File: src/logic/acl_defines.svh
// Offsets, field positions, codes and timing counts of the access-control action block
// Function
// - Priority mode 0: keep QoS priority
// - Priority mode 1: take new value if greater
// - Priority mode 2: take new value if smaller
// - Priority mode 3: always take new value
// - Remark enable replaces PCP with remark value
// - Map mode 0: lookup map unchanged
// - Map mode 1: OR rule map into lookup
// - Map mode 2: AND rule map with lookup
// - Map mode 3: rule map replaces lookup
// - Map bit k forwards to port k+1
// - Time unit: 0 microsecond, 1 millisecond
// - Algorithm 1: count packets, interrupt at terminal
// - Packet counter resets at terminal, ignores unit
// - Table holds sixteen entries
// - Fields independent except in count mode
// - Only count-mode events raise interrupts
// - Per-port interrupt status and mask bits
// - Global per-port status gated by port mask; global mask gates the output
// - Count mode: layer 01 with compare 00
// - Count value taken from action bits
`ifndef ACL_DEFINES_SVH
`define ACL_DEFINES_SVH

// Register byte offsets
`define ACL_OFS_PORT_STAT  8'h00
`define ACL_OFS_PORT_MASK  8'h04
`define ACL_OFS_GLOB_STAT  8'h08
`define ACL_OFS_GLOB_MASK  8'h0c
`define ACL_ENTRY_PAGE     2'h1
`define ACL_ENTRIES        16

// Entry word layout
`define ACL_F_LAYER_LO     0
`define ACL_F_CMP_LO       2
`define ACL_F_PMODE_LO     4
`define ACL_F_PRIO_LO      6
`define ACL_F_RMK_EN       9
`define ACL_F_RMK_LO       10
`define ACL_F_MAP_LO       13
`define ACL_F_COUNT_LO     4
`define ACL_F_TU           15
`define ACL_F_CA           16
`define ACL_F_FWD_LO       17

// Mode codes
`define ACL_LAYER_L2       2'h1
`define ACL_CMP_COUNT      2'h0
`define ACL_MODE_KEEP      2'h0
`define ACL_MODE_RAISE     2'h1
`define ACL_MODE_LOWER     2'h2
`define ACL_MODE_FORCE     2'h3

// Timing
`define ACL_CLK_PERIOD_NS  8
`define ACL_US_NS          1000
`define ACL_CYC_PER_US     (`ACL_US_NS / `ACL_CLK_PERIOD_NS)
`define ACL_MS_US          1000
`define ACL_US_PER_MS      (`ACL_MS_US)

`endif

File: src/logic/acl_pkg.sv
// Types shared by the access-control action block
package acl_pkg;
    typedef logic [31:0] acl_word_t;
    typedef logic [10:0] acl_count_t;
    typedef logic [2:0]  acl_prio_t;
    typedef enum logic [0:0] {CNT_IDLE, CNT_TIMING} acl_cnt_state_t;
endpackage : acl_pkg

File: src/logic/acl_action_unit.sv
// Priority, remark and forwarding-map action of one matched entry
`include "acl_defines.svh"
module acl_action_unit
    import acl_pkg::*;
#(
    parameter int NPORTS = 7
) (
    input  wire logic              clk_sys,
    input  wire logic              rstSync_n,
    input  wire acl_word_t         entryWord,
    input  wire logic              hit,
    input  wire acl_prio_t         qosPrio,
    input  wire acl_prio_t         pcpIn,
    input  wire logic [NPORTS-1:0] lookupMap,
    output acl_prio_t              nextPrio,
    output acl_prio_t              nextPcp,
    output logic [NPORTS-1:0]      nextMap
);
    logic              isCount;
    logic [1:0]        pMode;
    logic [1:0]        mMode;
    acl_prio_t         newPrio;
    logic [NPORTS-1:0] ruleMap;

    // Field extraction; count entries carry a count value here instead
    assign isCount = entryWord[`ACL_F_LAYER_LO +: 2] == `ACL_LAYER_L2
                  && entryWord[`ACL_F_CMP_LO +: 2] == `ACL_CMP_COUNT;
    assign pMode   = entryWord[`ACL_F_PMODE_LO +: 2];
    assign mMode   = entryWord[`ACL_F_MAP_LO +: 2];
    assign newPrio = entryWord[`ACL_F_PRIO_LO +: 3];
    assign ruleMap = entryWord[`ACL_F_FWD_LO +: NPORTS];

    // Priority selection
    always_comb begin
        nextPrio = qosPrio;
        if (hit && !isCount) begin
            case (pMode)
                `ACL_MODE_KEEP:  nextPrio = qosPrio;
                `ACL_MODE_RAISE: nextPrio = (newPrio > qosPrio) ? newPrio : qosPrio;
                `ACL_MODE_LOWER: nextPrio = (newPrio < qosPrio) ? newPrio : qosPrio;
                default:         nextPrio = newPrio;
            endcase
        end
    end

    // PCP remarking
    assign nextPcp = (hit && !isCount && entryWord[`ACL_F_RMK_EN]) ?
                     entryWord[`ACL_F_RMK_LO +: 3] : pcpIn;

    // Forwarding map
    always_comb begin
        nextMap = lookupMap;
        if (hit && !isCount) begin
            case (mMode)
                2'h0:    nextMap = lookupMap;
                2'h1:    nextMap = lookupMap | ruleMap;
                2'h2:    nextMap = lookupMap & ruleMap;
                default: nextMap = ruleMap;
            endcase
        end
    end
endmodule : acl_action_unit

File: src/logic/acl_count_unit.sv
// Count-mode engine of one entry: inactivity timer or packet counter
`include "acl_defines.svh"
module acl_count_unit
    import acl_pkg::*;
(
    input  wire logic       clk_sys,
    input  wire logic       rstSync_n,
    input  wire logic       enable,
    input  wire logic       algo,
    input  wire logic       unitMs,
    input  wire acl_count_t countVal,
    input  wire logic       tickUs,
    input  wire logic       tickMs,
    input  wire logic       match,
    output logic            expired
);
    acl_cnt_state_t state;
    acl_count_t     count;
    logic           tick;

    // Packet counting never looks at the tick
    assign tick = unitMs ? tickMs : tickUs;

    // Timer and counter share one 11-bit register
    always_ff @(posedge clk_sys or negedge rstSync_n) begin
        if (!rstSync_n) begin
            state   <= CNT_IDLE;
            count   <= 11'h000;
            expired <= 1'b0;
        end else begin
            expired <= 1'b0;
            if (!enable) begin
                state <= CNT_IDLE;
                count <= 11'h000;
            end else if (algo) begin
                state <= CNT_IDLE;
                if (match) begin
                    if (count + 11'h001 >= countVal) begin
                        count   <= 11'h000;
                        expired <= 1'b1;
                    end else begin
                        count <= count + 11'h001;
                    end
                end
            end else begin
                case (state)
                    CNT_IDLE: begin
                        if (match) begin
                            count <= countVal;
                            state <= CNT_TIMING;
                        end
                    end
                    CNT_TIMING: begin
                        if (match) begin
                            count <= countVal;
                        end else if (tick) begin
                            if (count <= 11'h001) begin
                                count   <= 11'h000;
                                expired <= 1'b1;
                                state   <= CNT_IDLE;
                            end else begin
                                count <= count - 11'h001;
                            end
                        end
                    end
                    default: state <= CNT_IDLE;
                endcase
            end
        end
    end
endmodule : acl_count_unit

File: src/logic/acl_action_and_count.sv
// Top of the access-control action and count block with its Avalon-MM register slave
//
// Implementation choices: the Avalon-MM register port and the placing of the registers.
`include "acl_defines.svh"
module acl_action_and_count
    import acl_pkg::*;
#(
    parameter int NPORTS     = 7,
    parameter int CYC_PER_US = `ACL_CYC_PER_US,
    parameter int US_PER_MS  = `ACL_US_PER_MS,
    parameter int PW         = $clog2(NPORTS)
) (
    input  wire logic              clk_sys,
    input  wire logic              reset_n,
    input  wire logic [7:0]        avs_address,
    input  wire logic              avs_read,
    input  wire logic              avs_write,
    input  wire logic [31:0]       avs_writedata,
    input  wire logic [3:0]        avs_byteenable,
    output logic [31:0]            avs_readdata,
    output logic                   avs_waitrequest,
    input  wire logic              lkpValid,
    input  wire logic              lkpHit,
    input  wire logic [3:0]        lkpEntry,
    input  wire logic [PW-1:0]     lkpPort,
    input  wire acl_prio_t         qosPrio,
    input  wire acl_prio_t         pcpIn,
    input  wire logic [NPORTS-1:0] lookupMap,
    output logic                   actValid,
    output acl_prio_t              actPrio,
    output acl_prio_t              actPcp,
    output logic [NPORTS-1:0]      actMap,
    output logic                   irqOut
);
    localparam int NE = `ACL_ENTRIES;

    logic              rstMeta_n;
    logic              rstSync_n;
    logic              ack;
    logic              wrFire;
    logic              entryHit;
    logic [3:0]        entrySel;
    acl_word_t         entryTab [NE];
    logic [NPORTS-1:0] portStat;
    logic [NPORTS-1:0] portMask;
    logic [NPORTS-1:0] globStat;
    logic [NPORTS-1:0] globMask;
    logic [NPORTS-1:0] setVec;
    logic [NPORTS-1:0] clrVec;
    logic [NE-1:0]     isCount;
    logic [NE-1:0]     entryMatch;
    logic [NE-1:0]     entryExpired;
    logic [PW-1:0]     entryPort [NE];
    logic [7:0]        usCount;
    logic [9:0]        msCount;
    logic              tickUs;
    logic              tickMs;
    acl_prio_t         next_prio;
    acl_prio_t         next_pcp;
    logic [NPORTS-1:0] next_map;
    logic [31:0]       next_readdata;

    // Reset release through two flops; assertion is immediate
    always_ff @(posedge clk_sys or negedge reset_n) begin
        if (!reset_n) begin
            rstMeta_n <= 1'b0;
            rstSync_n <= 1'b0;
        end else begin
            rstMeta_n <= 1'b1;
            rstSync_n <= rstMeta_n;
        end
    end

    // Bus decode: entries sit in the second 64-byte page
    assign entryHit = avs_address[7:6] == `ACL_ENTRY_PAGE;
    assign entrySel = avs_address[5:2];
    assign wrFire   = avs_write && ack;
    assign avs_waitrequest = (avs_read || avs_write) && !ack;   // Fixed one wait state

    // Byte-enable merge for partial writes
    function automatic logic [31:0] acl_merge(input logic [31:0] oldVal, input logic [31:0] newVal,
                                              input logic [3:0] be);
        logic [31:0] res;
        res = oldVal;
        for (int b = 0; b < 4; b++) begin
            if (be[b]) begin
                res[8*b +: 8] = newVal[8*b +: 8];
            end
        end
        return res;
    endfunction : acl_merge

    // Handshake: ack rises one cycle into each request and drops after it
    always_ff @(posedge clk_sys or negedge rstSync_n) begin
        if (!rstSync_n) begin
            ack <= 1'b0;
        end else begin
            ack <= (avs_read || avs_write) && !ack;
        end
    end

    // Read mux; unmapped addresses read as zero
    always_comb begin
        next_readdata = 32'h0000_0000;
        if (entryHit) begin
            next_readdata = entryTab[entrySel];
        end else begin
            case (avs_address)
                `ACL_OFS_PORT_STAT: next_readdata[NPORTS-1:0] = portStat;
                `ACL_OFS_PORT_MASK: next_readdata[NPORTS-1:0] = portMask;
                `ACL_OFS_GLOB_STAT: next_readdata[NPORTS-1:0] = globStat;
                `ACL_OFS_GLOB_MASK: next_readdata[NPORTS-1:0] = globMask;
                default:            next_readdata = 32'h0000_0000;
            endcase
        end
    end

    // Read data captured while waitrequest is still high, so it stands at the answer edge
    always_ff @(posedge clk_sys or negedge rstSync_n) begin
        if (!rstSync_n) begin
            avs_readdata <= 32'h0000_0000;
        end else if (avs_read && !ack) begin
            avs_readdata <= next_readdata;
        end
    end

    // Sixteen-entry action table, written only at the answer edge
    always_ff @(posedge clk_sys or negedge rstSync_n) begin
        if (!rstSync_n) begin
            for (int i = 0; i < NE; i++) begin
                entryTab[i] <= 32'h0000_0000;
            end
        end else if (wrFire && entryHit) begin
            entryTab[entrySel] <= acl_merge(entryTab[entrySel], avs_writedata, avs_byteenable);
        end
    end

    // Mask registers
    always_ff @(posedge clk_sys or negedge rstSync_n) begin
        if (!rstSync_n) begin
            portMask <= '0;
            globMask <= '0;
        end else if (wrFire && !entryHit && avs_byteenable[0]) begin
            if (avs_address == `ACL_OFS_PORT_MASK) begin
                portMask <= avs_writedata[NPORTS-1:0];
            end
            if (avs_address == `ACL_OFS_GLOB_MASK) begin
                globMask <= avs_writedata[NPORTS-1:0];
            end
        end
    end

    // Microsecond prescaler; milliseconds counted in microsecond ticks
    assign tickUs = usCount == 8'(CYC_PER_US - 1);
    assign tickMs = tickUs && msCount == 10'(US_PER_MS - 1);
    always_ff @(posedge clk_sys or negedge rstSync_n) begin
        if (!rstSync_n) begin
            usCount <= 8'h00;
            msCount <= 10'h000;
        end else begin
            usCount <= tickUs ? 8'h00 : usCount + 8'h01;
            if (tickUs) begin
                msCount <= tickMs ? 10'h000 : msCount + 10'h001;
            end
        end
    end

    // Count engines, one per entry, each remembering its last ingress port
    for (genvar e = 0; e < NE; e++) begin : g_entry
        assign isCount[e] = entryTab[e][`ACL_F_LAYER_LO +: 2] == `ACL_LAYER_L2
                         && entryTab[e][`ACL_F_CMP_LO +: 2] == `ACL_CMP_COUNT;
        assign entryMatch[e] = lkpValid && lkpHit && lkpEntry == 4'(e) && isCount[e];

        always_ff @(posedge clk_sys or negedge rstSync_n) begin
            if (!rstSync_n) begin
                entryPort[e] <= '0;
            end else if (entryMatch[e]) begin
                entryPort[e] <= lkpPort;
            end
        end

        acl_count_unit u_count (
            .clk_sys   (clk_sys),
            .rstSync_n (rstSync_n),
            .enable    (isCount[e]),
            .algo      (entryTab[e][`ACL_F_CA]),
            .unitMs    (entryTab[e][`ACL_F_TU]),
            .countVal  (entryTab[e][`ACL_F_COUNT_LO +: 11]),
            .tickUs    (tickUs),
            .tickMs    (tickMs),
            .match     (entryMatch[e]),
            .expired   (entryExpired[e])
        );
    end

    // Only count-engine expiries reach the status bits
    always_comb begin
        setVec = '0;
        for (int e = 0; e < NE; e++) begin
            if (entryExpired[e]) begin
                setVec[entryPort[e]] = 1'b1;
            end
        end
    end
    assign clrVec = (wrFire && !entryHit && avs_address == `ACL_OFS_PORT_STAT && avs_byteenable[0]) ?
                    avs_writedata[NPORTS-1:0] : '0;

    // Sticky status, write one to clear; a same-cycle event wins
    always_ff @(posedge clk_sys or negedge rstSync_n) begin
        if (!rstSync_n) begin
            portStat <= '0;
        end else begin
            portStat <= (portStat & ~clrVec) | setVec;
        end
    end

    // Global view per port, then the single output
    assign globStat = portStat & portMask;
    always_ff @(posedge clk_sys or negedge rstSync_n) begin
        if (!rstSync_n) begin
            irqOut <= 1'b0;
        end else begin
            irqOut <= |(globStat & globMask);
        end
    end

    acl_action_unit #(
        .NPORTS (NPORTS)
    ) u_action (
        .clk_sys   (clk_sys),
        .rstSync_n (rstSync_n),
        .entryWord (entryTab[lkpEntry]),
        .hit       (lkpHit),
        .qosPrio   (qosPrio),
        .pcpIn     (pcpIn),
        .lookupMap (lookupMap),
        .nextPrio  (next_prio),
        .nextPcp   (next_pcp),
        .nextMap   (next_map)
    );

    // Result registered one cycle after the lookup request
    always_ff @(posedge clk_sys or negedge rstSync_n) begin
        if (!rstSync_n) begin
            actValid <= 1'b0;
            actPrio  <= 3'h0;
            actPcp   <= 3'h0;
            actMap   <= '0;
        end else begin
            actValid <= lkpValid;
            if (lkpValid) begin
                actPrio <= next_prio;
                actPcp  <= next_pcp;
                actMap  <= next_map;
            end
        end
    end
endmodule : acl_action_and_count

File: config.mk
export PLATFORM = sky130hd
export DESIGN_NAME = acl_action_and_count
export DESIGN_NICKNAME = d
export VERILOG_FILES = /design/src/logic/acl_pkg.sv /design/src/logic/acl_action_unit.sv /design/src/logic/acl_count_unit.sv /design/src/logic/acl_action_and_count.sv
export VERILOG_INCLUDE_DIRS = /design/src /design/src/logic
export SDC_FILE = /design/constraint.sdc
export NUM_CORES = 2
export LEC_CHECK = 0
export CORE_ASPECT_RATIO = 0.8
export CORE_MARGIN = 4
export CORE_UTILIZATION = 55
export CTS_BUF_LIST = sky130_fd_sc_hd__clkbuf_4 sky130_fd_sc_hd__clkbuf_8
export DETAILED_ROUTE_END_ITERATION = 8
export DONT_BUFFER_PORTS = 1
export PLACE_DENSITY = 0.67
export SYNTH_ARGS = -nofsm -noshare
export SYNTH_HDL_FRONTEND = slang
export SYNTH_SLANG_ARGS = --single-unit
File: constraint.sdc
create_clock -name clk_sys -period 54 [get_ports clk_sys]
set_input_delay 10.8 -clock clk_sys [delete_from_list [all_inputs] [get_ports clk_sys]]
set_output_delay 10.8 -clock clk_sys [all_outputs]
set_load 0.01 [all_outputs]
==> flow_summary.rst <==
.. list-table::
   :header-rows: 1

   * - Metric
     - Value
   * - Maximum number of pins on one net before global-route repair
     - 153
   * - Vias after detailed routing
     - 46800
   * - Total gr overflow
     - 0
   * - Number of synthesized flops with an enable pin
     - 0
   * - Clock transition at the registers of the reported paths
     - 0.06 ns
   * - Share of flip-flops with an asynchronous set or reset after synthesis
     - 100%
   * - Net count, final
     - 5966
   * - Initial DRC count
     - 6191
   * - Wire length of the first global-routing pass
     - 278 mm
   * - Internal power
     - 1.13 mW
   * - Post-Synthesis Cell Area
     - 55400 um^2
   * - Logic pwr share
     - 16.3%
   * - Slew @ Worst Pin
     - 1.26 ns
   * - Number of vias per cell after detailed routing
     - 6.60
   * - Clock tree buffer depth
     - 3
   * - Clock latency at the later pin of the worst-skew pair
     - 0.90 ns
   * - Period Utilization, post-route
     - 40.4%
   * - Highest ir drop seen on vdd
     - 27.8 uV
   * - Total power per unit cell area
     - 27.9 nW/um^2
   * - Chip Height
     - 292 um
   * - Leading cell types by total area after synthesis
     - sky130_fd_sc_hd__dfrtp_1 39%, sky130_fd_sc_hd__mux4_2 10%, sky130_fd_sc_hd__ha_1 5.2%, sky130_fd_sc_hd__a21oi_1 4.3%, sky130_fd_sc_hd__nand2_1 4.1%
   * - Antenna violations before repair
     - 8
   * - Clock period minus worst slack
     - 21.83 ns
   * - Crit-path max cell delay
     - 0.21 ns
   * - Most frequent cell on the critical path
     - sky130_fd_sc_hd__nor2_1
   * - Final weighted congestion in routability-driven placement
     - 1.00
   * - Total die area
     - 106000 um^2
   * - Final routed DRC violation total
     - 0
   * - Cell variety after synth
     - 105
   * - H-Tree Level Count
     - 4
   * - Maximum Capacitance Violations
     - 0
   * - Outcome
     - complete, no violations
   * - Relative area change from synthesis to final layout
     - 6.48%
   * - Share of power burned in registers
     - 45.4%
   * - Slowest cell on the critical path
     - sky130_fd_sc_hd__nor2_1
   * - Gates resized, CTS repair
     - 0
   * - TritonRoute pass-1 iters
     - 6
   * - Leakage power of the design
     - 25.3 nW
   * - Number of nets in the synthesized netlist
     - 6183
   * - Count of endpoints failing setup in the final report
     - 0
   * - Remaining number of nets flagged by the antenna check after routing
     - 0
   * - Fraction of final layout cells with drive strength greater than 1
     - 13.2%
   * - Path type of the worst setup path
     - input port to output port
   * - Syn avg cell area
     - 9.41 um^2
   * - Portion of total power attributed to the clock network
     - 38.2%
   * - HPWL after detailed placement
     - 129 mm
   * - Buffers plus inverters on the worst setup path
     - 0
   * - Core box area
     - 99200 um^2
   * - Setup repair after global routing missed its margin
     - false
   * - Total of buffers placed on input and output ports
     - 0
   * - Hold buffers post-CTS
     - 0
   * - Class of the most critical hold timing path
     - flip-flop to flip-flop
   * - List of most frequent post-synthesis cells
     - 857 x sky130_fd_sc_hd__dfrtp_1, 601 x sky130_fd_sc_hd__nand2_1, 519 x sky130_fd_sc_hd__nor2_1
   * - Vias in the first global route
     - 43300
   * - CP Launch Type
     - input port
   * - TritonCTS clock tree
     - yes
   * - Number of standard cells after synthesis
     - 5883
   * - Total clock buffers created by CTS
     - 143
   * - Arrival time reported for the critical path endpoint
     - 11.03 ns
   * - DRT Wirelength
     - 183 mm
   * - Library cell used as clock root buffer
     - sky130_fd_sc_hd__clkbuf_8
   * - Power consumption
     - 1.64 mW
   * - Flop and latch count out of synthesis
     - 857
   * - Largest clock skew in the final design
     - 0.0398 ns
   * - Starting utilization of the core area
     - 55.8%
   * - Highest attainable clock frequency
     - 0.0458 GHz
   * - Average routed wire per standard cell
     - 25.8 um
   * - Die W
     - 363 um
   * - Worst endpoint required time
     - 43.20 ns
   * - Register area share after synthesis
     - 38.7%
   * - Ys Warns
     - 0
   * - Number of ports placed on the die boundary
     - 118
   * - Headroom to the max-slew limit
     - 14.3%
   * - Fillers
     - 8462
   * - Critical path peak fanout
     - 4
   * - Most numerous cell in the Yosys netlist
     - sky130_fd_sc_hd__dfrtp_1
   * - Count of buffers added by post-CTS timing repair for setup
     - 0
   * - Primary flip-flop cell chosen by synthesis mapping
     - sky130_fd_sc_hd__dfrtp_1
   * - Setup TNS Final
     - 0 ns
   * - Top-area cell type share of the netlist area
     - 38.7%
   * - CP cell instances
     - nor2_1 > nor2_1
   * - Cell family with most CP delay
     - simple AND/OR/NAND/NOR gates
   * - Total track usage
     - 34.3%
   * - Switching part of the total power
     - 31.2%
   * - Cell Rows
     - 103
   * - Sinks on Clock Net
     - 857
   * - Max-slew violation count
     - 0
   * - Dominant cell type by area after synthesis
     - sky130_fd_sc_hd__dfrtp_1
   * - Switching power
     - 0.512 mW
   * - Category of the worst setup path capture point
     - output port
   * - Number of endpoints with negative hold slack in the final report
     - 0
==> cells by family after synthesis <==
family	synth area share (%)
AOI/OAI and AO/OA	17.2
adders and majority gates	5.20
xor gates and xnor gates	4.36
buffers and inverters	5.44
and+or+nand+nor	16.5
other	0.00677
DFF	38.7
muxes	12.6
==> cell type report <==
cell class                      count  area (um^2)  area share [%]
Clock buffer                      211         2620            4.45
Multi-Input combinational cell   4295        31100            52.8
Timing Repair Buffer               81          621            1.05
Sequential cell                   857        21400            36.4
Tap cell                         1312         1640            2.78
Clock inverter                     41          422           0.715
Inverter                          288         1080            1.83
Antenna cell                        7         17.5          0.0297
==> registers in the layout, summed over array words and instances (netlist names) <==
name	flops
ack	1
g_entry.u_count.state	16
entryTab	512
entryPort	48
rstSync_n	1
irqOut	1
avs_readdata	32
g_entry.u_count.expired	16
rstMeta_n	1
actPcp	3
actValid	1
portMask	7
actPrio	3
portStat	7
g_entry.u_count.count	176
usCount	8
actMap	7
msCount	10
globMask	7
==> cells in the final DEF (no fill, tap or decap), types with 21 or more instances in the layout <==
cell type                    n
sky130_fd_sc_hd__or3_1      42
sky130_fd_sc_hd__o31ai_1    52
sky130_fd_sc_hd__nor3b_1    46
sky130_fd_sc_hd__a22o_1     49
sky130_fd_sc_hd__mux2_2     58
sky130_fd_sc_hd__and3_1     58
sky130_fd_sc_hd__nand3_1   140
sky130_fd_sc_hd__dfrtp_1   856
sky130_fd_sc_hd__o211ai_1   30
sky130_fd_sc_hd__nor2b_1    28
sky130_fd_sc_hd__a21o_1     45
sky130_fd_sc_hd__a31oi_1    74
sky130_fd_sc_hd__nand4_1    34
sky130_fd_sc_hd__nand2_1   595
sky130_fd_sc_hd__clkbuf_4   45
sky130_fd_sc_hd__o21ai_0   368
sky130_fd_sc_hd__ha_1      230
sky130_fd_sc_hd__a211oi_1   21
sky130_fd_sc_hd__a22oi_1    63
sky130_fd_sc_hd__xor2_1    120
sky130_fd_sc_hd__mux2i_2    26
sky130_fd_sc_hd__nor3_1    180
sky130_fd_sc_hd__o21a_1     38
sky130_fd_sc_hd__nor2_1    513
sky130_fd_sc_hd__clkbuf_8  166
sky130_fd_sc_hd__o21ai_1    54
sky130_fd_sc_hd__inv_1     287
sky130_fd_sc_hd__xnor2_1   156
sky130_fd_sc_hd__mux4_2    254
sky130_fd_sc_hd__nand2b_1   64
sky130_fd_sc_hd__a21oi_1   472
sky130_fd_sc_hd__nor4_1     54
sky130_fd_sc_hd__o22ai_1    31
sky130_fd_sc_hd__buf_4      80
==> final timing paths <==
kind / slack [ns] / to / cells past startpoint / start
worst max-delay path: 32.17 / avs_waitrequest / 2 / avs_write
worst min-delay path: 0.36 / rstSync_n / 0 / rstMeta_n
worst max register to register: 49.65 / usCount[7] / 4 / rstSync_n
worst min register to register: 0.36 / rstSync_n / 0 / rstMeta_n
max in group asynchronous: 44.32 / rstSync_n / 0 / reset_n
min in group asynchronous: 0.45 / entryTab[118] / 0 / rstSync_n
==> stage by stage <==
stage,setup WS (ns),hold slack [ns],util [%],cells,instance area [um^2]
2_1_floorplan,28.34,0.331,-,5883,55400
4_1_cts,32.16,0.362,59.4,7085,59000
3_5_place_dp,32.16,0.336,56.3,6833,55900
3_3_place_gp,32.15,0.344,56.3,6833,55900
6_report,32.17,0.360,59.4,7092,59000
5_1_grt,32.13,0.370,59.4,7087,59000
==> power groups by stage <==
stage          combinational (mW)  sequential [mW]  clock [mW]
2_1_floorplan               0.196            0.733           0
3_3_place_gp                0.256            0.753           0
3_5_place_dp                0.262            0.755           0
4_1_cts                     0.263            0.743       0.636
5_1_grt                     0.292            0.750       0.667
6_report                    0.269            0.746       0.628
==> metal layers <==
layer | up-vias | GRT usage, % | wire length [um]
met2 | 2409 | 46.0 | 73400
li1 | 20900 | - | -
met4 | 4 | 11.6 | 6620
met3 | 397 | 11.7 | 22700
met1 | 23100 | 51.6 | 79800
met5 | - | 0 | 33
Power figures use the tool's default switching activity.
